### src/pkg/tsc_pkg.sv
// shared constants, types and formatting helpers of the temperature sensor core
package tsc_pkg;
   // system clock and bus-low timeout
   localparam int          CLK_HZ          = 50_000_000;
   localparam int          TMO_MIN_MS      = 15;
   localparam int          TMO_MAX_MS      = 45;
   localparam logic [19:0] TMO_CYC         = 20'(TMO_MIN_MS * (CLK_HZ / 1000));
   // glitch filter stable time and base conversion time
   localparam logic [3:0]  FILT_CYC        = 4'h4;
   localparam logic [23:0] CONV_BASE_CYC   = 24'h000FA0;
   // apb register byte offsets
   localparam logic [7:0]  OFS_TEMP        = 8'h00;
   localparam logic [7:0]  OFS_CONFIG      = 8'h04;
   localparam logic [7:0]  OFS_CTRL_STATUS = 8'h08;
   // field positions
   localparam int          CFG_PWRDN_BIT   = 7;
   localparam int          CFG_ONESHOT_BIT = 2;
   localparam int          CS_RES_HI_BIT   = 6;
   localparam int          CS_RES_LO_BIT   = 5;
   localparam int          CS_DAV_BIT      = 0;
   // result values, reset resolution and smbus constants
   localparam logic [15:0] TEMP_RST        = 16'h7FFC;
   localparam logic [15:0] TEMP_ONESHOT    = 16'h8000;
   localparam logic [1:0]  RES_RST         = 2'h0;
   localparam logic [3:0]  SMB_ADDR_HI     = 4'h9;
   localparam logic [3:0]  SMB_BITS        = 4'h8;

   typedef enum {
      TSC_IDLE, TSC_ADDR, TSC_AACK, TSC_TX, TSC_MACK, TSC_RX, TSC_WACK
   } tsc_smb_st_t;

   // keeps only the bits that the selected word size carries
   function automatic logic [15:0] tsc_mask(input logic [1:0] res);
      tsc_mask = 16'(16'hFFFF << (3'h5 - {1'b0, res}));
   endfunction

   // left-justifies a 14-bit two's complement code, one degree at bit 7
   function automatic logic [15:0] tsc_fmt(input logic [13:0] code, input logic [1:0] res);
      tsc_fmt = {code, 2'h0} & tsc_mask(res);
   endfunction
endpackage

### src/pkg/tsc_conv_if.sv
// bundle between the control logic and the conversion timer
`timescale 1ns/10ps
interface tsc_conv_if;
   logic        start;
   logic        ready;
   logic        done;
   logic [1:0]  res;
   logic [1:0]  res_used;
   logic [13:0] adc;
   logic [13:0] code;
   modport ctl  (output start, res, adc, input ready, done, code, res_used);
   modport conv (input start, res, adc, output ready, done, code, res_used);
endinterface

### src/logic/tsc_top.sv
// temperature sensor core: apb registers, conversion control and smbus slave
//
// Functional notes
// - registers keep reset values until changed
// - first conversion updates result and status
// - one-shot write in shutdown runs one conversion
// - one-shot pending: flag zero, result 8000h
// - other registers untouched by one-shot
// - one-shot end sets flag, loads result
// - two select bits choose 11..14 bits
// - default 11 bits, quarter degree lsb
// - result left-justified two's complement, sign bit15
// - bits below resolution read zero
// - fixed weights, one degree at bit7
// - slave only, clock line input only
// - address from pin level and variant
// - data line open-drain, pull low only
// - both lines glitch-filtered
// - bus-low timeout returns slave to idle
// - timeout lies within 15 to 45 ms
// - power-down bit7, current conversion finishes
// - power-up result reads 7FFCh
//
// Our own choices: register access over APB and the register addresses.
`timescale 1ns/10ps
module tsc_top
   import tsc_pkg::*;
#(
   parameter logic [19:0] TMO_LIMIT = TMO_CYC,       // bus-low timeout in cycles
   parameter logic [23:0] CONV_CYC  = CONV_BASE_CYC, // 11-bit conversion cycles
   parameter logic        VARIANT   = 1'b0           // address variant bit
)(
   input  wire logic        pclk,     // system clock, 50 MHz
   input  wire logic        presetn,  // async reset, active low
   input  wire logic        psel,     // apb select
   input  wire logic        penable,  // apb enable
   input  wire logic        pwrite,   // apb direction
   input  wire logic [7:0]  paddr,    // apb byte address
   input  wire logic [31:0] pwdata,   // apb write data
   output logic      [31:0] prdata,   // apb read data
   output logic             pready,   // apb ready
   output logic             pslverr,  // apb error on unmapped address
   input  wire logic [13:0] adc_code, // converter code, lsb 1/32 degree
   input  wire logic [1:0]  addr_pin, // address pin: 0 float, 1 ground, 2 supply
   input  wire logic        scl_i,    // bus clock line, input only
   input  wire logic        sda_i,    // bus data line level
   output logic             sda_o,    // bus data drive value
   output logic             sda_oe_n  // bus data enable, low pulls line
);
   tsc_conv_if c ();

   ////////////////////////////////////////////////////////////////////////////
   // converter and line filters
   tsc_conv #(.CONV_CYC(CONV_CYC)) u_conv (
      .pclk    (pclk),
      .presetn (presetn),
      .c       (c)
   );

   logic scl_f, sda_f;
   tsc_filt u_scl (.pclk(pclk), .presetn(presetn), .line_i(scl_i), .line_q(scl_f));
   tsc_filt u_sda (.pclk(pclk), .presetn(presetn), .line_i(sda_i), .line_q(sda_f));

   ////////////////////////////////////////////////////////////////////////////
   // registers and conversion control
   logic        pdn_q, pdn_d;
   logic [1:0]  res_q, res_d;
   logic        dav_q, dav_d;
   logic        os_q, os_d;
   logic [15:0] temp_q, temp_d;
   logic [31:0] prdata_q, prdata_d;
   logic        wr_cfg, wr_cs, mapped;

   assign mapped  = paddr == OFS_TEMP || paddr == OFS_CONFIG || paddr == OFS_CTRL_STATUS;
   assign wr_cfg  = psel && penable && pwrite && paddr == OFS_CONFIG;
   assign wr_cs   = psel && penable && pwrite && paddr == OFS_CTRL_STATUS;
   assign pready  = 1'b1;
   assign pslverr = psel && penable && !mapped;
   assign prdata  = prdata_q;
   assign c.res   = res_q;
   assign c.adc   = adc_code;

   // continuous runs start whenever the timer is free; in power-down only a
   // one-shot write starts one, and a run in flight always completes
   always_comb begin
      c.start  = 1'b0;
      pdn_d    = pdn_q;
      res_d    = res_q;
      dav_d    = dav_q;
      os_d     = os_q;
      temp_d   = temp_q;
      prdata_d = prdata_q;
      if (wr_cfg) begin
         pdn_d = pwdata[CFG_PWRDN_BIT];
      end
      if (wr_cs) begin
         res_d = {pwdata[CS_RES_HI_BIT], pwdata[CS_RES_LO_BIT]};
      end
      // completion goes first, so a one-shot started in the very cycle that an
      // earlier run ends still shows its pending marker and cleared flag
      if (c.done) begin
         temp_d = tsc_fmt(c.code, c.res_used);
         dav_d  = 1'b1;
         os_d   = 1'b0;
      end
      if (!pdn_q && c.ready) begin
         c.start = 1'b1;
      end else if (pdn_q && c.ready && !os_q && wr_cfg && pwdata[CFG_ONESHOT_BIT]) begin
         c.start = 1'b1;
         os_d    = 1'b1;
         dav_d   = 1'b0;
         temp_d  = TEMP_ONESHOT;
      end
      if (psel && !penable) begin
         unique case (paddr)
            OFS_TEMP:        prdata_d = {16'h0, temp_q};
            OFS_CONFIG:      prdata_d = 32'(pdn_q) << CFG_PWRDN_BIT;
            OFS_CTRL_STATUS: prdata_d = (32'(res_q) << CS_RES_LO_BIT) | 32'(dav_q);
            default:         prdata_d = 32'h0;
         endcase
      end
   end

   // reset values hold until a conversion or a write replaces them
   always_ff @(posedge pclk or negedge presetn) begin
      if (!presetn) begin
         pdn_q    <= 1'b0;
         res_q    <= RES_RST;
         dav_q    <= 1'b0;
         os_q     <= 1'b0;
         temp_q   <= TEMP_RST;
         prdata_q <= 32'h0;
      end else begin
         pdn_q    <= pdn_d;
         res_q    <= res_d;
         dav_q    <= dav_d;
         os_q     <= os_d;
         temp_q   <= temp_d;
         prdata_q <= prdata_d;
      end
   end

   ////////////////////////////////////////////////////////////////////////////
   // address pin strap, three stages, taken when the last two agree
   logic [1:0] ap1_q, ap2_q, ap3_q, asel_q, asel_d;
   logic [6:0] my_addr;

   assign my_addr = {SMB_ADDR_HI, VARIANT, asel_q};

   always_comb begin
      asel_d = (ap2_q == ap3_q) ? ap3_q : asel_q;
   end

   always_ff @(posedge pclk or negedge presetn) begin
      if (!presetn) begin
         ap1_q  <= 2'h0;
         ap2_q  <= 2'h0;
         ap3_q  <= 2'h0;
         asel_q <= 2'h0;
      end else begin
         ap1_q  <= addr_pin;
         ap2_q  <= ap1_q;
         ap3_q  <= ap2_q;
         asel_q <= asel_d;
      end
   end

   ////////////////////////////////////////////////////////////////////////////
   // smbus slave: samples on clock rise, changes data after clock fall
   tsc_smb_st_t st_q, st_d;
   logic        scl_p_q, sda_p_q;
   logic        drv_q, drv_d;
   logic [3:0]  bit_q, bit_d;
   logic [7:0]  sh_q, sh_d;
   logic        rw_q, rw_d;
   logic        nack_q, nack_d;
   logic        hi_q, hi_d;
   logic [15:0] word_q, word_d;
   logic [19:0] tmo_q, tmo_d;
   logic        scl_rise, scl_fall, start_c, stop_c, tmo_hit;

   assign scl_rise = scl_f && !scl_p_q;
   assign scl_fall = !scl_f && scl_p_q;
   assign start_c  = scl_f && scl_p_q && !sda_f && sda_p_q;
   assign stop_c   = scl_f && scl_p_q && sda_f && !sda_p_q;
   assign tmo_hit  = tmo_q >= TMO_LIMIT;
   // the clock line has no output at all; data is only ever pulled low
   assign sda_o    = 1'b0;
   assign sda_oe_n = !drv_q;

   // counts any stretch of low level on either filtered line
   always_comb begin
      tmo_d = (scl_f && sda_f) || tmo_hit ? 20'h0 : tmo_q + 20'h1;
   end

   always_comb begin
      st_d   = st_q;
      drv_d  = drv_q;
      bit_d  = bit_q;
      sh_d   = sh_q;
      rw_d   = rw_q;
      nack_d = nack_q;
      hi_d   = hi_q;
      word_d = word_q;
      unique case (st_q)
         TSC_IDLE: ;
         TSC_ADDR, TSC_RX: begin
            if (scl_rise) begin
               sh_d  = {sh_q[6:0], sda_f};
               bit_d = bit_q + 4'h1;
            end else if (scl_fall && bit_q == SMB_BITS) begin
               bit_d = 4'h0;
               if (st_q == TSC_RX) begin
                  st_d  = TSC_WACK;
                  drv_d = 1'b1;
               end else if (sh_q[7:1] == my_addr) begin
                  st_d   = TSC_AACK;
                  drv_d  = 1'b1;
                  rw_d   = sh_q[0];
                  word_d = temp_q;
               end else begin
                  st_d = TSC_IDLE;
               end
            end
         end
         TSC_AACK, TSC_WACK: begin
            if (scl_fall) begin
               if (st_q == TSC_AACK && rw_q) begin
                  st_d  = TSC_TX;
                  sh_d  = word_q[15:8];
                  drv_d = !word_q[15];
                  bit_d = 4'h1;
                  hi_d  = 1'b0;
               end else begin
                  st_d  = TSC_RX;
                  drv_d = 1'b0;
               end
            end
         end
         TSC_TX: begin
            if (scl_fall) begin
               if (bit_q == SMB_BITS) begin
                  st_d  = TSC_MACK;
                  drv_d = 1'b0;
               end else begin
                  sh_d  = {sh_q[6:0], 1'b0};
                  drv_d = !sh_q[6];
                  bit_d = bit_q + 4'h1;
               end
            end
         end
         TSC_MACK: begin
            if (scl_rise) begin
               nack_d = sda_f;
            end else if (scl_fall) begin
               if (nack_q) begin
                  st_d = TSC_IDLE;
               end else begin
                  st_d  = TSC_TX;
                  sh_d  = hi_q ? word_q[15:8] : word_q[7:0];
                  drv_d = hi_q ? !word_q[15] : !word_q[7];
                  hi_d  = !hi_q;
                  bit_d = 4'h1;
               end
            end
         end
      endcase
      if (start_c) begin
         st_d  = TSC_ADDR;
         bit_d = 4'h0;
         drv_d = 1'b0;
      end
      if (stop_c || tmo_hit) begin
         st_d  = TSC_IDLE;
         drv_d = 1'b0;
      end
   end

   always_ff @(posedge pclk or negedge presetn) begin
      if (!presetn) begin
         st_q    <= TSC_IDLE;
         scl_p_q <= 1'b1;
         sda_p_q <= 1'b1;
         drv_q   <= 1'b0;
         bit_q   <= 4'h0;
         sh_q    <= 8'h0;
         rw_q    <= 1'b0;
         nack_q  <= 1'b0;
         hi_q    <= 1'b0;
         word_q  <= 16'h0;
         tmo_q   <= 20'h0;
      end else begin
         st_q    <= st_d;
         scl_p_q <= scl_f;
         sda_p_q <= sda_f;
         drv_q   <= drv_d;
         bit_q   <= bit_d;
         sh_q    <= sh_d;
         rw_q    <= rw_d;
         nack_q  <= nack_d;
         hi_q    <= hi_d;
         word_q  <= word_d;
         tmo_q   <= tmo_d;
      end
   end

   ////////////////////////////////////////////////////////////////////////////
   // checks
   power_up_temp_a: assert property (@(posedge pclk) disable iff (!presetn)
      !dav_q && !os_q |-> temp_q == TEMP_RST)
      else $error("result left its power-up value early");
   oneshot_state_a: assert property (@(posedge pclk) disable iff (!presetn)
      os_q |-> temp_q == TEMP_ONESHOT && !dav_q)
      else $error("one-shot state shows wrong result or flag");
   oneshot_start_a: assert property (@(posedge pclk) disable iff (!presetn)
      pdn_q && c.ready && !os_q && wr_cfg && pwdata[CFG_ONESHOT_BIT] |=> os_q && !c.ready)
      else $error("one-shot write did not start a conversion");
   done_update_a: assert property (@(posedge pclk) disable iff (!presetn)
      c.done && !os_d |=> dav_q && !os_q && temp_q == tsc_fmt($past(c.code), $past(c.res_used)))
      else $error("completion did not load result and flag");
   low_bits_zero_a: assert property (@(posedge pclk) disable iff (!presetn)
      c.done |=> (temp_q & ~tsc_mask($past(c.res_used))) == 16'h0)
      else $error("bits below the resolution are set");
   oneshot_keep_a: assert property (@(posedge pclk) disable iff (!presetn)
      os_q && !wr_cfg && !wr_cs |=> $stable(pdn_q) && $stable(res_q))
      else $error("control changed during one-shot");
   pdn_no_start_a: assert property (@(posedge pclk) disable iff (!presetn)
      pdn_q && !os_q && c.ready && !wr_cfg |=> c.ready)
      else $error("conversion started while powered down");
   timeout_idle_a: assert property (@(posedge pclk) disable iff (!presetn)
      tmo_hit |=> st_q == TSC_IDLE && sda_oe_n && tmo_q == 20'h0)
      else $error("timeout did not release the bus");
endmodule

### src/logic/tsc_filt.sv
// three-stage synchroniser with a stable-time glitch filter for one bus line
`timescale 1ns/10ps
module tsc_filt
   import tsc_pkg::*;
(
   input  wire logic pclk,    // system clock
   input  wire logic presetn, // async reset, active low
   input  wire logic line_i,  // raw bus line
   output logic      line_q   // filtered level
);
   logic [2:0] sync_q;
   logic [3:0] cnt_q, cnt_d;
   logic       line_d;

   // a change is believed only after it stays put for the filter time
   always_comb begin
      cnt_d  = 4'h0;
      line_d = line_q;
      if (sync_q[1] == sync_q[2] && sync_q[2] != line_q) begin
         cnt_d = cnt_q + 4'h1;
         if (cnt_q == FILT_CYC - 4'h1) begin
            line_d = sync_q[2];
            cnt_d  = 4'h0;
         end
      end
   end

   always_ff @(posedge pclk or negedge presetn) begin
      if (!presetn) begin
         sync_q <= 3'h7;
         cnt_q  <= 4'h0;
         line_q <= 1'b1;
      end else begin
         sync_q <= {sync_q[1:0], line_i};
         cnt_q  <= cnt_d;
         line_q <= line_d;
      end
   end

   filt_stable_a: assert property (@(posedge pclk) disable iff (!presetn)
      $changed(line_q) |-> $past(sync_q[2], 2) == line_q && $past(sync_q[1]) == line_q)
      else $error("filtered line moved without a stable input");
endmodule

### src/logic/tsc_conv.sv
// conversion timer whose length doubles with each added resolution bit
`timescale 1ns/10ps
module tsc_conv
   import tsc_pkg::*;
#(
   parameter logic [23:0] CONV_CYC = CONV_BASE_CYC // 11-bit conversion length
)(
   input  wire logic pclk,    // system clock
   input  wire logic presetn, // async reset, active low
   tsc_conv_if.conv  c        // control side
);
   logic        busy_q, busy_d;
   logic        done_q, done_d;
   logic [23:0] cnt_q, cnt_d;
   logic [1:0]  res_q, res_d;
   logic [13:0] code_q, code_d;

   assign c.ready    = !busy_q;
   assign c.done     = done_q;
   assign c.code     = code_q;
   assign c.res_used = res_q;

   // resolution is frozen at start so a mid-conversion change cannot skew it
   always_comb begin
      busy_d = busy_q;
      done_d = 1'b0;
      cnt_d  = cnt_q;
      res_d  = res_q;
      code_d = code_q;
      if (!busy_q && c.start) begin
         busy_d = 1'b1;
         res_d  = c.res;
         cnt_d  = 24'((CONV_CYC << c.res) - 24'h1);
      end else if (busy_q) begin
         cnt_d = cnt_q - 24'h1;
         if (cnt_q == 24'h0) begin
            busy_d = 1'b0;
            done_d = 1'b1;
            code_d = c.adc;
         end
      end
   end

   always_ff @(posedge pclk or negedge presetn) begin
      if (!presetn) begin
         busy_q <= 1'b0;
         done_q <= 1'b0;
         cnt_q  <= 24'h0;
         res_q  <= RES_RST;
         code_q <= 14'h0;
      end else begin
         busy_q <= busy_d;
         done_q <= done_d;
         cnt_q  <= cnt_d;
         res_q  <= res_d;
         code_q <= code_d;
      end
   end

   conv_start_a: assert property (@(posedge pclk) disable iff (!presetn)
      !busy_q && c.start |=> busy_q && !done_q)
      else $error("conversion did not start");
   conv_done_a: assert property (@(posedge pclk) disable iff (!presetn)
      done_q |-> !busy_q && $past(busy_q) && $past(cnt_q) == 24'h0)
      else $error("done without an expired timer");
endmodule

### config.mk
export PLATFORM = sky130hd
export DESIGN_NAME = tsc_top
export DESIGN_NICKNAME = d
export VERILOG_FILES = /design/src/pkg/tsc_pkg.sv /design/src/pkg/tsc_conv_if.sv /design/src/logic/tsc_top.sv /design/src/logic/tsc_filt.sv /design/src/logic/tsc_conv.sv
export SDC_FILE = /design/constraint.sdc
export NUM_CORES = 1
export LEC_CHECK = 0
export BUFFER_PORTS_ARGS = -buffer_cell sky130_fd_sc_hd__buf_2
export CORE_UTILIZATION = 50
export DETAILED_ROUTE_END_ITERATION = 7
export PLACE_DENSITY = 0.79
export SLEW_MARGIN = 30
export SYNTH_ARGS = -nofsm -noshare
export SYNTH_HDL_FRONTEND = slang
export SYNTH_SLANG_ARGS = --single-unit
### constraint.sdc
create_clock -name pclk -period 4 [get_ports pclk]
set_input_delay 0.2 -clock pclk [delete_from_list [all_inputs] [get_ports pclk]]
set_output_delay 0.2 -clock pclk [all_outputs]
set_load 0.005 [all_outputs]
==> results of run 1 <==
-- logic make-up after synthesis --
logic type	Yosys count
other cells	2
compound gates	116
buf+inv	69
fa+ha+maj	7
simple gates	243
mux	72
flops	160
xor+xnor	40
-- final cells by class --
cell class / instances / area (um2) / area share
Tap cell: 184 / 230.2 / 0.02604
Timing Repair Buffer: 81 / 549.3 / 0.06213
Sequential cell: 160 / 4033 / 0.4561
Clock inverter: 15 / 200.2 / 0.02264
Clock buffer: 17 / 425.4 / 0.04812
Inverter: 18 / 67.56 / 0.007642
Multi-Input combinational cell: 496 / 3336 / 0.3773
-- registers in the layout, indices dropped and copies added, names as in the netlist, 3 cells and up --
signal,cells
u_scl.sync_q,3
u_sda.cnt_q,4
sh_q,8
u_conv.cnt_q,24
u_scl.cnt_q,4
st_q,3
bit_q,4
temp_q,16
u_sda.sync_q,3
prdata,16
u_conv.c.code,14
tmo_q,20
word_q,16
-- layout by cell type, fill, tap and decap left out, types with 7 or more instances in the layout --
| master | netlist | routed |
|---|---|---|
| sky130_fd_sc_hd__o21ai_0 | 24 | 24 |
| sky130_fd_sc_hd__xor2_1 | 20 | 20 |
| sky130_fd_sc_hd__mux2_2 | 32 | 32 |
| sky130_fd_sc_hd__nor2_1 | 83 | 83 |
| sky130_fd_sc_hd__nand2b_1 | 7 | 7 |
| sky130_fd_sc_hd__buf_4 | 18 | 8 |
| sky130_fd_sc_hd__buf_2 | 0 | 51 |
| sky130_fd_sc_hd__mux2i_1 | 31 | 31 |
| sky130_fd_sc_hd__ha_1 | 7 | 7 |
| sky130_fd_sc_hd__dfstp_2 | 23 | 23 |
| sky130_fd_sc_hd__nor3_1 | 12 | 12 |
| sky130_fd_sc_hd__conb_1 | 2 | 18 |
| sky130_fd_sc_hd__nor4_1 | 9 | 9 |
| sky130_fd_sc_hd__dfrtp_1 | 137 | 137 |
| sky130_fd_sc_hd__xnor2_1 | 20 | 20 |
| sky130_fd_sc_hd__inv_1 | 17 | 17 |
| sky130_fd_sc_hd__a222oi_1 | 7 | 7 |
| sky130_fd_sc_hd__a22o_1 | 12 | 12 |
| sky130_fd_sc_hd__a31oi_1 | 10 | 10 |
| sky130_fd_sc_hd__a211o_1 | 7 | 7 |
| sky130_fd_sc_hd__nor2b_1 | 7 | 7 |
| sky130_fd_sc_hd__mux2_4 | 9 | 9 |
| sky130_fd_sc_hd__and3_1 | 7 | 7 |
| sky130_fd_sc_hd__nand3_1 | 23 | 23 |
| sky130_fd_sc_hd__clkbuf_16 | 0 | 17 |
| sky130_fd_sc_hd__a21oi_1 | 22 | 22 |
| sky130_fd_sc_hd__nand2_1 | 50 | 50 |
| sky130_fd_sc_hd__dlygate4sd3_1 | 0 | 20 |
-- how the worst max path moves through the flow --
stage | startpoint | to | cells past startpoint
2_1_floorplan | paddr[5] | u_conv.cnt_q[12] | 11
3_3_place_gp | paddr[5] | u_conv.cnt_q[14] | 11
3_5_place_dp | paddr[5] | u_conv.cnt_q[14] | 11
4_1_cts | u_conv.cnt_q[13] | u_conv.c.code[5] | 5
5_1_grt | u_conv.cnt_q[13] | u_conv.c.code[4] | 5
6_report | u_conv.cnt_q[13] | u_conv.c.code[5] | 5
-- where the power goes --
| part | total (mW) | internal [mW] | switching (mW) |
|---|---|---|---|
| registers | 1.74 | 1.68 | 0.0661 |
| clock network | 1.68 | 0.953 | 0.728 |
| logic | 0.312 | 0.149 | 0.163 |
| total | 3.74 | 2.78 | 0.957 |
-- critical path, cell delays in order (launching register included) --
cell                      delay (ns)
sky130_fd_sc_hd__dfrtp_1        0.41
sky130_fd_sc_hd__or4_1          0.62
sky130_fd_sc_hd__nor3_1         0.27
sky130_fd_sc_hd__or4b_1         0.55
sky130_fd_sc_hd__or4_1          0.90
sky130_fd_sc_hd__mux2_4         0.44
-- stage by stage --
step                hold slack [ns]  total power, mW  setup slack, ns  std cells  utilization
floorplan                  -0.09559            1.971           0.7764        725            -
CTS                        0.006378            3.767           0.7084        971       0.5991
global placement             0.3050            2.058           0.6124        919       0.5431
detailed placement           0.3075            2.068           0.5605        919       0.5431
finish                      0.02371            3.736           0.7029        971       0.5992
global route                0.01473            3.871           0.4743        971       0.5992
-- layer usage --
| layer | up-vias | wire length, um | GRT usage |
|---|---|---|---|
| met3 | 26 | 643 | 0.03738 |
| li1 | 2623 | - | - |
| met2 | 130 | 7580 | 0.3324 |
| met4 | 0 | 279 | 0.09426 |
| met1 | 2693 | 6994 | 0.2809 |
| met5 | - | 0 | 0 |
==> summary.md, run 1 <==
| Metric | Value |
|---|---|
| Run status | complete, no violations |
| Number of global-route vias before repair | 5278 |
| TritonCTS clock tree | yes |
| ANT nets after route | 0 |
| Setup repair after global routing missed its margin | no |
| GP Congestion | roughly 0.82 |
| Final standard cell area without fillers | between 8000 and 9000 um2 |
| Violation count after the first detailed-route iteration | around 400 |
| Clk_lat worst skew | roughly 0.43 ns |
| Count of mapped cells out of synthesis | between 700 and 800 |
| Number of vias after detailed routing | about 5500 |
| Setup violation total in the final timing report | 0 |
| Number of distinct library cells after synthesis | just under 70 |
| Post-detailed-route via-to-cell ratio | 5.635 |
| Top FF cell, synth | sky130_fd_sc_hd__dfrtp_1 |
| Final Critical Period | about 3.3 ns |
| Top post-synthesis cells by count | sky130_fd_sc_hd__dfrtp_1 (137), sky130_fd_sc_hd__nor2_1 (83), sky130_fd_sc_hd__nand2_1 (50) |
| Maximum number of pins on one net before global-route repair | a little under 100 |
| Filler cell count | 1188 |
| Clock Skew | 0.008071 ns |
| Post-route setup TNS | 0 ns |
| Aggregate global-route resource usage | 0.2087 |
| Worst-case vdd ir drop | around 330 uV |
| WP data required | 4.32 ns |
| Core Rows | between 40 and 50 |
| Fraction of the yosys area taken by sequential cells | 0.5260 |
| Worst hold path type | in -> reg |
| Main combinational cell family by area after synthesis | simple AND/OR/NAND/NOR gates |
| Flip-flop and latch count after synthesis | 160 |
| Worst slew pin tran | between 0.8 and 0.9 ns |
| Final number of hold-violating endpoints | 0 |
| Multiplexer share of the synthesized area | 0.1051 |
| Crit path kind | reg -> reg |
| Destination of the worst hold path | u_conv.c.code[5] |
| Fin. max-slew vios | 0 |
| Floorplan die height | 125.8 um |
| Floorplan die width | about 130 um |
| Total Wirelength | 15.50 mm |
| Final cycle utilization of the critical path | 0.8243 |
| Leak | approximately 4 nW |
| Slack of the worst reg-to-reg path | 0.70 ns |
| Syn avg cell area | 10.81 um2 |
| Post-synthesis xor/xnor area fraction | 0.04570 |
| Netlist area before placement | about 7700 um2 |
| Cell Pwr Density | between 400 and 500 nW/um2 |
| Data arrival time of the critical path | ~3.6 ns |
| Max_slew headroom | 0.4147 |
| Final global-route overflow total | 0 |
| Cts-stage hold buffer count | 20 |
| Layout area overhead | 15.33% |
| Post-CTS Setup Inserts | 0 |
| Synth warnings | 0 |
| Critical-path maximum fanout | 15 |
| Starting density of the core | 0.5196 |
| Path depth of the worst reg2reg path | 5 |
| Critical path endpoint category | flop |
| Post-synth EDFFs | 0 |
| Total core area | between 10000 and 15000 um2 |
| # IOs | 99 |
| Max-cap violations | 0 |
| CTS sink cnt | 160 |
| Number of nets in the layout | 844 |
| Worst hold path stage count | 2 |
| Placed wire-length estimate after detailed placement | roughly 10 mm |
| Routed len/inst | 15.96 um |
| Most frequently used cell type in the post-synthesis netlist | sky130_fd_sc_hd__dfrtp_1 |
| Fraction of registers with async set/reset | 1.000 |
| Max Root-Sink Buffers | 2 |
| Post-Synth Simple-Gate Area | 0.1595 |
| Number of instances resized during post-cts repair | 0 |
| Hold path startpoint | adc_code[5] |
| Number of inserted diodes | 0 |
| Ranking of synthesized cells by area | sky130_fd_sc_hd__dfrtp_1 (45%), sky130_fd_sc_hd__dfstp_2 (7.9%), sky130_fd_sc_hd__mux2_2 (4.7%) |
| Count of port buffers added during placement | 52 |
| Full die area | around 16000 um2 |
| Clk root buf | sky130_fd_sc_hd__clkbuf_16 |
| Initial antenna violation count | 0 |
| Synth top area share | 0.4472 |
| Dominant cell type by area after synthesis | sky130_fd_sc_hd__dfrtp_1 |
| Share of final-layout standard cells stronger than drive strength 1 | 0.2122 |
| Post-Place Cell Area | ~8000 um2 |
| Startpoint type of the worst setup path | flop |
| FF-to-FF Start | u_conv.cnt_q[13] |
| Share of the synthesized area in compound gates (AO/OA/AOI/OAI) | 0.1046 |
| Global-route wire length before repair | around 26 mm |
| Total DRC errors in the routed layout | 0 |
| CTS clock-pin slew for the worst setup and hold paths | ~0.070 ns |
| Number of buffers added by the clock tree synthesis step | 17 |
| Fmax | 303.3 MHz |
| Reg2Reg Capture Point | u_conv.c.code[5] |
| Clock H-tree levels | 4 |
| TritonRoute pass-1 iters | 5 |
| Adder-cell area share of the yosys netlist | 0.01142 |
(Power assumes the default switching activity.)
==> inputs of run 2 (changes only) <==
- clock period: 4 -> 3.4 ns (I/O delays scaled with it)
==> run 2 against run 1 <==
  * Sequential power up 17%
  * Global-route usage up 0.32 points
  * Hold slack gained 0.084 ns
  * Die area unchanged
  * Fmax is 3.2% higher
  * Clock power is 14% higher
  * Largest power group unchanged
==> summary.md, run 2 (synthesized netlist as in run 1, its figures left out) <==
| Metric | Value |
|---|---|
| Number of global-route vias before repair | 5341 (+1.2%) |
| ANT nets after route | 0 (unchanged) |
| Final global-route overflow total | 0 (unchanged) |
| Most flop-heavy register | u_conv.cnt_q |
| # IOs | 99 (unchanged) |
| TritonRoute pass-1 iters | 7 (+2) |
| Data arrival time of the critical path | 3.51 ns (-0.10 ns) |
| Final Instance Count excl. Fillers | 976 (+0.51%) |
| End-of-flow core utilization | 0.5999 (+0.0006780) |
| Fmax | 312.9 MHz (+3.2%) |
| CTS clock-pin slew for the worst setup and hold paths | 0.06 ns (about the same) |
| Count of port buffers added during placement | 52 (unchanged) |
| Leak | 4.018 nW (+0.30%) |
| Run status | complete, no violations |
| Initial antenna violation count | 0 (unchanged) |
| Filler cell count | 1205 (+1.4%) |
| Fin. max-slew vios | 0 (unchanged) |
| Setup repair after global routing missed its margin | no |
| Most repeated library cell on the critical path | sky130_fd_sc_hd__or4_1 |
| Core Rows | 44 (unchanged) |
| Starting density of the core | 0.5196 (unchanged) |
| Aggregate global-route resource usage | 0.2120 (+0.003235) |
| Final Critical Period | 3.196 ns (-0.1010 ns) |
| Setup violation total in the final timing report | 0 (unchanged) |
| GP Congestion | 0.8088 (-0.99%) |
| Post-CTS Setup Inserts | 0 (unchanged) |
| Number of instances resized during post-cts repair | 0 (unchanged) |
| Worst-case vdd ir drop | 364.0 uV (+10%) |
| Clock Skew | 0.007543 ns (-0.0005283 ns) |
| Total Wirelength | 15.41 mm (-0.55%) |
| Number of nets in the layout | 849 (+0.59%) |
| Total DRC errors in the routed layout | 0 (unchanged) |
| Clk_lat worst skew | 0.43 ns (about the same) |
| Worst slew pin tran | 0.8867 ns (+0.008707 ns) |
| Post-route setup TNS | 0 ns (unchanged) |
| Clk root buf | sky130_fd_sc_hd__clkbuf_16 |
| Crit path kind | reg -> reg |
| Placed wire-length estimate after detailed placement | 9.994 mm (-0.11%) |
| Critical path depth | 6 (+1) |
| Most common cell after layout, fill and taps aside | sky130_fd_sc_hd__dfrtp_1 |
| Total core area | 14750 um2 (unchanged) |
| WP data required | 3.72 ns (-0.60 ns) |
| Share of final-layout standard cells stronger than drive strength 1 | 0.2109 (-0.001340) |
| Max_slew headroom | 0.4089 (-0.005805) |
| Max Root-Sink Buffers | 2 (unchanged) |
| Post-detailed-route via-to-cell ratio | 5.593 (-0.75%) |
| Number of inserted diodes | 0 (unchanged) |
| Violation count after the first detailed-route iteration | 456 (+13%) |
| Worst hold path stage count | 4 (+2) |
| CTS sink cnt | 160 (unchanged) |
| Number of instances in the placed design | 922 (+0.33%) |
| Leading cell types in the layout, fill and taps excluded | sky130_fd_sc_hd__dfrtp_1 (137), sky130_fd_sc_hd__nor2_1 (83), sky130_fd_sc_hd__buf_2 (51) |
| Floorplan die width | 125.8 um (unchanged) |
| Routed len/inst | 15.79 um (-1.1%) |
| Setup Slack @ Placement | 0.1161 ns (-0.4444 ns) |
| Top delay family on crit path | simple AND/OR/NAND/NOR gates |
| Worst hold path type | in -> reg |
| TritonCTS clock tree | yes |
| Final cycle utilization of the critical path | 0.9400 (+0.1158) |
| Critical-path maximum fanout | 15 (unchanged) |
| Final number of hold-violating endpoints | 0 (unchanged) |
| Layout area overhead | 15.46% |
| Max-cap violations | 0 (unchanged) |
| Reg area | 4033 um2 (unchanged) |
| Critical path endpoint category | flop |
| Maximum number of pins on one net before global-route repair | 88 (-10%) |
| Design Power | 4.354 mW (+17%) |
| Cell Pwr Density | 491.9 nW/um2 (+16%) |
| Floorplan die height | 125.8 um (unchanged) |
| Minimum setup slack in the final design | 0.2038 ns (-0.4990 ns) |
| Top flop regs | u_conv.cnt_q x24, tmo_q x20 |
| Number of vias after detailed routing | 5459 (-0.24%) |
| Critical Path Max Stage Delay | 0.61 ns (-0.29 ns) |
| Area used by multi-input combinational logic | 3336 um2 (unchanged) |
| Global-route wire length before repair | 26.44 mm (+1.2%) |
| Critical Path Slowest Stage Cell | sky130_fd_sc_hd__or4_1 |
| Startpoint type of the worst setup path | flop |
| Full die area | 15830 um2 (unchanged) |
| Sequence of cells on the critical path | or4_1 -> nor3_1 -> or4b_1 -> or4_1 -> buf_4 -> mux2_4 |
| Number of buffers added by the clock tree synthesis step | 17 (unchanged) |
| Flip-flop count of the largest register, all copies and words added | 24 (unchanged) |
| Path depth of the worst reg2reg path | 6 (+1) |
| Clock H-tree levels | 4 (unchanged) |
| Cts-stage hold buffer count | 22 (+10%) |
| Worst path bufs/invs | 1 (+1) |
run 2: cell count changes in the layout (fill, tap and decap cells not counted), sizes merged:
cell         delta
bufinv          +1
dlygate4sd3     +2
clkbuf          +2
buf             +4
clkinvlp        -1
inv             -4
clkinv          +1
run 2: cell type report:
| class | instances | share of cell area |
|---|---|---|
| Timing Repair Buffer | 86 | 0.06658 |
| Multi-Input combinational cell | 496 | 0.3769 |
| Tap cell | 184 | 0.02601 |
| Inverter | 18 | 0.007634 |
| Clock inverter | 12 | 0.01795 |
| Sequential cell | 160 | 0.4556 |
| Clock buffer | 20 | 0.04934 |
run 2: power by group:
part | total [mW] | internal, mW | leakage (nW) | switching (mW)
Combinational | 0.401 | 0.182 | 1.72 | 0.219
Clock | 1.92 | 1.16 | 0.285 | 0.765
Sequential | 2.03 | 1.98 | 2.02 | 0.0527
Total | 4.35 | 3.32 | 4.02 | 1.04
run 2: worst paths after layout:
path	startpoint	slack, ns	to
max in group asynchronous	presetn	2.15	temp_q[4]
hold / removal	paddr[0]	0.11	prdata[7]
setup / recovery	u_conv.cnt_q[13]	0.20	u_conv.c.code[8]
setup reg to reg	u_conv.cnt_q[13]	0.20	u_conv.c.code[8]
hold reg to reg	ap1_q[1]	0.35	ap2_q[1]
min in group asynchronous	presetn	0.36	u_sda.cnt_q[2]
run 2: through the flow:
| step | cell area [um2] | hold WS (ns) |
|---|---|---|
| after global routing | 8851 | 0.1239 |
| after detailed placement | 8035 | 0.2794 |
| after global placement | 8035 | 0.2773 |
| after floorplan | 7726 | -0.1256 |
| after CTS | 8851 | 0.1027 |
| final | 8851 | 0.1076 |
run 2: metal layers:
metal | routed length [um] | part of all wire | vias to the layer above | GRT usage
met5 | 0 | 0 | - | 0
met4 | 285 | 0.018 | 0 | 0.08859
met3 | 642 | 0.042 | 22 | 0.04291
met2 | 7507 | 0.49 | 121 | 0.3343
met1 | 6976 | 0.45 | 2694 | 0.2874
li1 | - | - | 2622 | -
run 2: tightest hold or removal path, cell delays in order:
cell	delay, ns
sky130_fd_sc_hd__buf_2	0.07
sky130_fd_sc_hd__nor2_1	0.06
sky130_fd_sc_hd__nand3_1	0.11
sky130_fd_sc_hd__o31ai_1	0.08
==> inputs of run 3 (changes only) <==
- GPL_TIMING_DRIVEN: default -> 0
==> run 3 against run 2 <==
  * Total power shrank 1.6%
  * Critical endpoint is now u_conv.cnt_q[14]
  * Routed wire length grew 2.5%
  * Cell count grew 4.1%
  * Largest cell class unchanged
  * Global-route usage grew 0.32 points
  * Clock power shrank 5%
  * Combinational power grew 6.5%
  * Core utilization grew 1.7 points
==> summary.md, run 3 (synthesized netlist as in run 1, its figures left out) <==
| Metric | Value |
|---|---|
| Worst slew pin tran | 0.8929 ns (+0.006186 ns) |
| Number of nets in the layout | 889 (+4.7%) |
| ANT nets after route | 0 (unchanged) |
| End-of-flow core utilization | 0.6169 (+0.01705) |
| Global-route wire length before repair | 26.85 mm (+1.5%) |
| Clock Skew | 0.009310 ns (+0.001767 ns) |
| Final standard cell area without fillers | 9102 um2 (+2.8%) |
| Sequence of cells on the critical path | nor2b_1 -> a21boi_2 -> clkbuf_2 -> o21ai_0 -> ha_2 -> or4b_2 -> nor4_1 -> xor2_1 -> and2_1 -> a211o_1 |
| Flip-flop count of the largest register, all copies and words added | 24 (unchanged) |
| FF-to-FF Start | os_q |
| Leading cell types in the layout, fill and taps excluded | sky130_fd_sc_hd__dfrtp_1 (137), sky130_fd_sc_hd__nor2_1 (83), sky130_fd_sc_hd__nand2_1 (50), sky130_fd_sc_hd__buf_2 (50), sky130_fd_sc_hd__mux2_2 (32) |
| Fin. max-slew vios | 0 (unchanged) |
| Hold path startpoint | paddr[6] |
| Post-CTS Setup Inserts | 0 (unchanged) |
| Worst-case vdd ir drop | 456.4 uV (+25%) |
| Total core area | 14750 um2 (unchanged) |
| Final Critical Period | 3.121 ns (-0.07548 ns) |
| Run status | complete, no violations |
| Critical-path maximum fanout | 10 (-5) |
| Layout area overhead | 18.74% |
| Post-detailed-route via-to-cell ratio | 5.562 (-0.56%) |
| Leak | 4.129 nW (+2.7%) |
| Clk root buf | sky130_fd_sc_hd__clkbuf_16 |
| Floorplan die height | 125.8 um (unchanged) |
| Count of port buffers added during placement | 51 (-1.9%) |
| Full die area | 15830 um2 (unchanged) |
| Most flop-heavy register | u_conv.cnt_q |
| Post-Place Cell Area | 8289 um2 (+3.2%) |
| GP Congestion | 0.8777 (+8.5%) |
| Setup repair after global routing missed its margin | no |
| Setup Slack @ Placement | -0.6097 ns (-0.7258 ns) |
| Critical Path Max Stage Delay | 0.69 ns (+0.08 ns) |
| Total DRC errors in the routed layout | 0 (unchanged) |
| Share of final-layout standard cells stronger than drive strength 1 | 0.2248 (+0.01390) |
| Core Rows | 44 (unchanged) |
| Initial antenna violation count | 0 (unchanged) |
| CTS sink cnt | 160 (unchanged) |
| TritonRoute pass-1 iters | 5 (-2) |
| Max Root-Sink Buffers | 2 (unchanged) |
| Fmax | 320.4 MHz (+2.4%) |
| Final global-route overflow total | 0 (unchanged) |
| TritonCTS clock tree | yes |
| Violation count after the first detailed-route iteration | 442 (-3.1%) |
| Max_slew headroom | 0.3998 (-0.009079) |
| Number of global-route vias before repair | 5500 (+3.0%) |
| Floorplan die width | 125.8 um (unchanged) |
| Setup violation total in the final timing report | 0 (unchanged) |
| Aggregate global-route resource usage | 0.2152 (+0.003199) |
| Final cycle utilization of the critical path | 0.9178 (-0.02220) |
| Number of inserted diodes | 0 (unchanged) |
| Top flop regs | u_conv.cnt_q x24, tmo_q x20 |
| Max-cap violations | 0 (unchanged) |
| Cell Pwr Density | 470.7 nW/um2 (-4.3%) |
| Maximum number of pins on one net before global-route repair | 74 (-16%) |
| Starting density of the core | 0.5196 (unchanged) |
| Clock H-tree levels | 4 (unchanged) |
| Number of buffers added by the clock tree synthesis step | 17 (unchanged) |
| Data arrival time of the critical path | 3.43 ns (-0.08 ns) |
| Startpoint type of the worst setup path | flop |
| Routed len/inst | 15.55 um (-1.5%) |
| Most common cell after layout, fill and taps aside | sky130_fd_sc_hd__dfrtp_1 |
| Number of vias after detailed routing | 5651 (+3.5%) |
| Worst hold path type | in -> reg |
| Crit path kind | reg -> reg |
| Total Wirelength | 15.80 mm (+2.5%) |
| Setup crit start | os_q |
| Critical path endpoint category | flop |
| CTS clock-pin slew for the worst setup and hold paths | 0.06 ns (about the same) |
| Final number of hold-violating endpoints | 0 (unchanged) |
| Critical Path Slowest Stage Cell | sky130_fd_sc_hd__or4b_2 |
| Worst slack on hold paths | 0.1195 ns (+0.01195 ns) |
| WP data required | 3.71 ns (about the same) |
| # IOs | 99 (unchanged) |
| Clk_lat worst skew | 0.43 ns (about the same) |
| Minimum setup slack in the final design | 0.2793 ns (+0.07548 ns) |
| Placed wire-length estimate after detailed placement | 10.77 mm (+7.8%) |
==> run 3: cell types whose count changed in the layout (fill, tap and decap cells not counted), moves of 2 or more <==
cell and delta:
sky130_fd_sc_hd__buf_1 +5, sky130_fd_sc_hd__buf_16 +2, sky130_fd_sc_hd__buf_4 +7, sky130_fd_sc_hd__bufinv_16 -2, sky130_fd_sc_hd__clkbuf_1 +21, sky130_fd_sc_hd__clkinv_2 +2
sky130_fd_sc_hd__inv_6 +2, sky130_fd_sc_hd__nor4_1 -2, sky130_fd_sc_hd__nor4_2 +2
==> run 3: metrics by stage <==
| step | std cells | TNS, ns | total power, mW |
|---|---|---|---|
| 2_1_floorplan | 725 | 0 | 2.319 |
| 3_3_place_gp | 960 | -25.68 | 2.438 |
| 3_5_place_dp | 962 | -3.748 | 2.464 |
| 4_1_cts | 1016 | 0 | 4.320 |
| 5_1_grt | 1016 | 0 | 4.461 |
| 6_report | 1016 | 0 | 4.284 |
==> run 3: final cells by class <==
class	count	area (um2)
Buffer	51	291.5
Clock buffer	18	439.2
Clock inverter	14	128.9
Fill cell	1181	5652
Inverter	18	67.56
Multi-Input combinational cell	496	3372
Sequential cell	160	4033
Tap cell	184	230.2
Timing Repair Buffer	75	540.5
==> run 3: where the power goes <==
group          internal, mW  leakage (nW)  total [mW]  switching [mW]
logic                 0.195          1.83       0.427           0.231
registers              1.98          2.02        2.03          0.0551
clock network          1.04         0.279        1.83           0.791
total                  3.21          4.13        4.28            1.08
==> run 3: final timing paths <==
path / endpoint / slack [ns] / cells after the start
max: u_conv.cnt_q[14] / 0.28 / 10
min reg2reg: u_sda.sync_q[1] / 0.35 / 0
max in group asynchronous: temp_q[2] / 2.22 / 4
min: prdata[7] / 0.12 / 4
max reg2reg: u_conv.cnt_q[14] / 0.28 / 10
min in group asynchronous: u_sda.cnt_q[3] / 0.21 / 2
==> run 3: critical path: cells and delay by family (launching register included) <==
kind / cells / cell delay (ns)
simple gates: 4 / 1.39
compound gates: 3 / 0.62
flops: 1 / 0.38
fa+ha+maj: 1 / 0.28
buf+inv: 1 / 0.24
xor+xnor: 1 / 0.10
==> run 3: what timing repair did <==
item / 4_1_cts / 5_1_grt
hold endpoints to repair: 63 / 0
endpoints found under the setup margin: 6 / 8
hold buffers: 22 / 0
gates resized for setup: 1 / 6
==> run 3: routing by layer <==
layer  track usage  share of wire  vias up
li1              -              -     2714
met1        0.2834           0.46     2785
met2        0.3480           0.48      127
met3       0.04673          0.040       25
met4       0.08717          0.017        0
met5             0              0        -
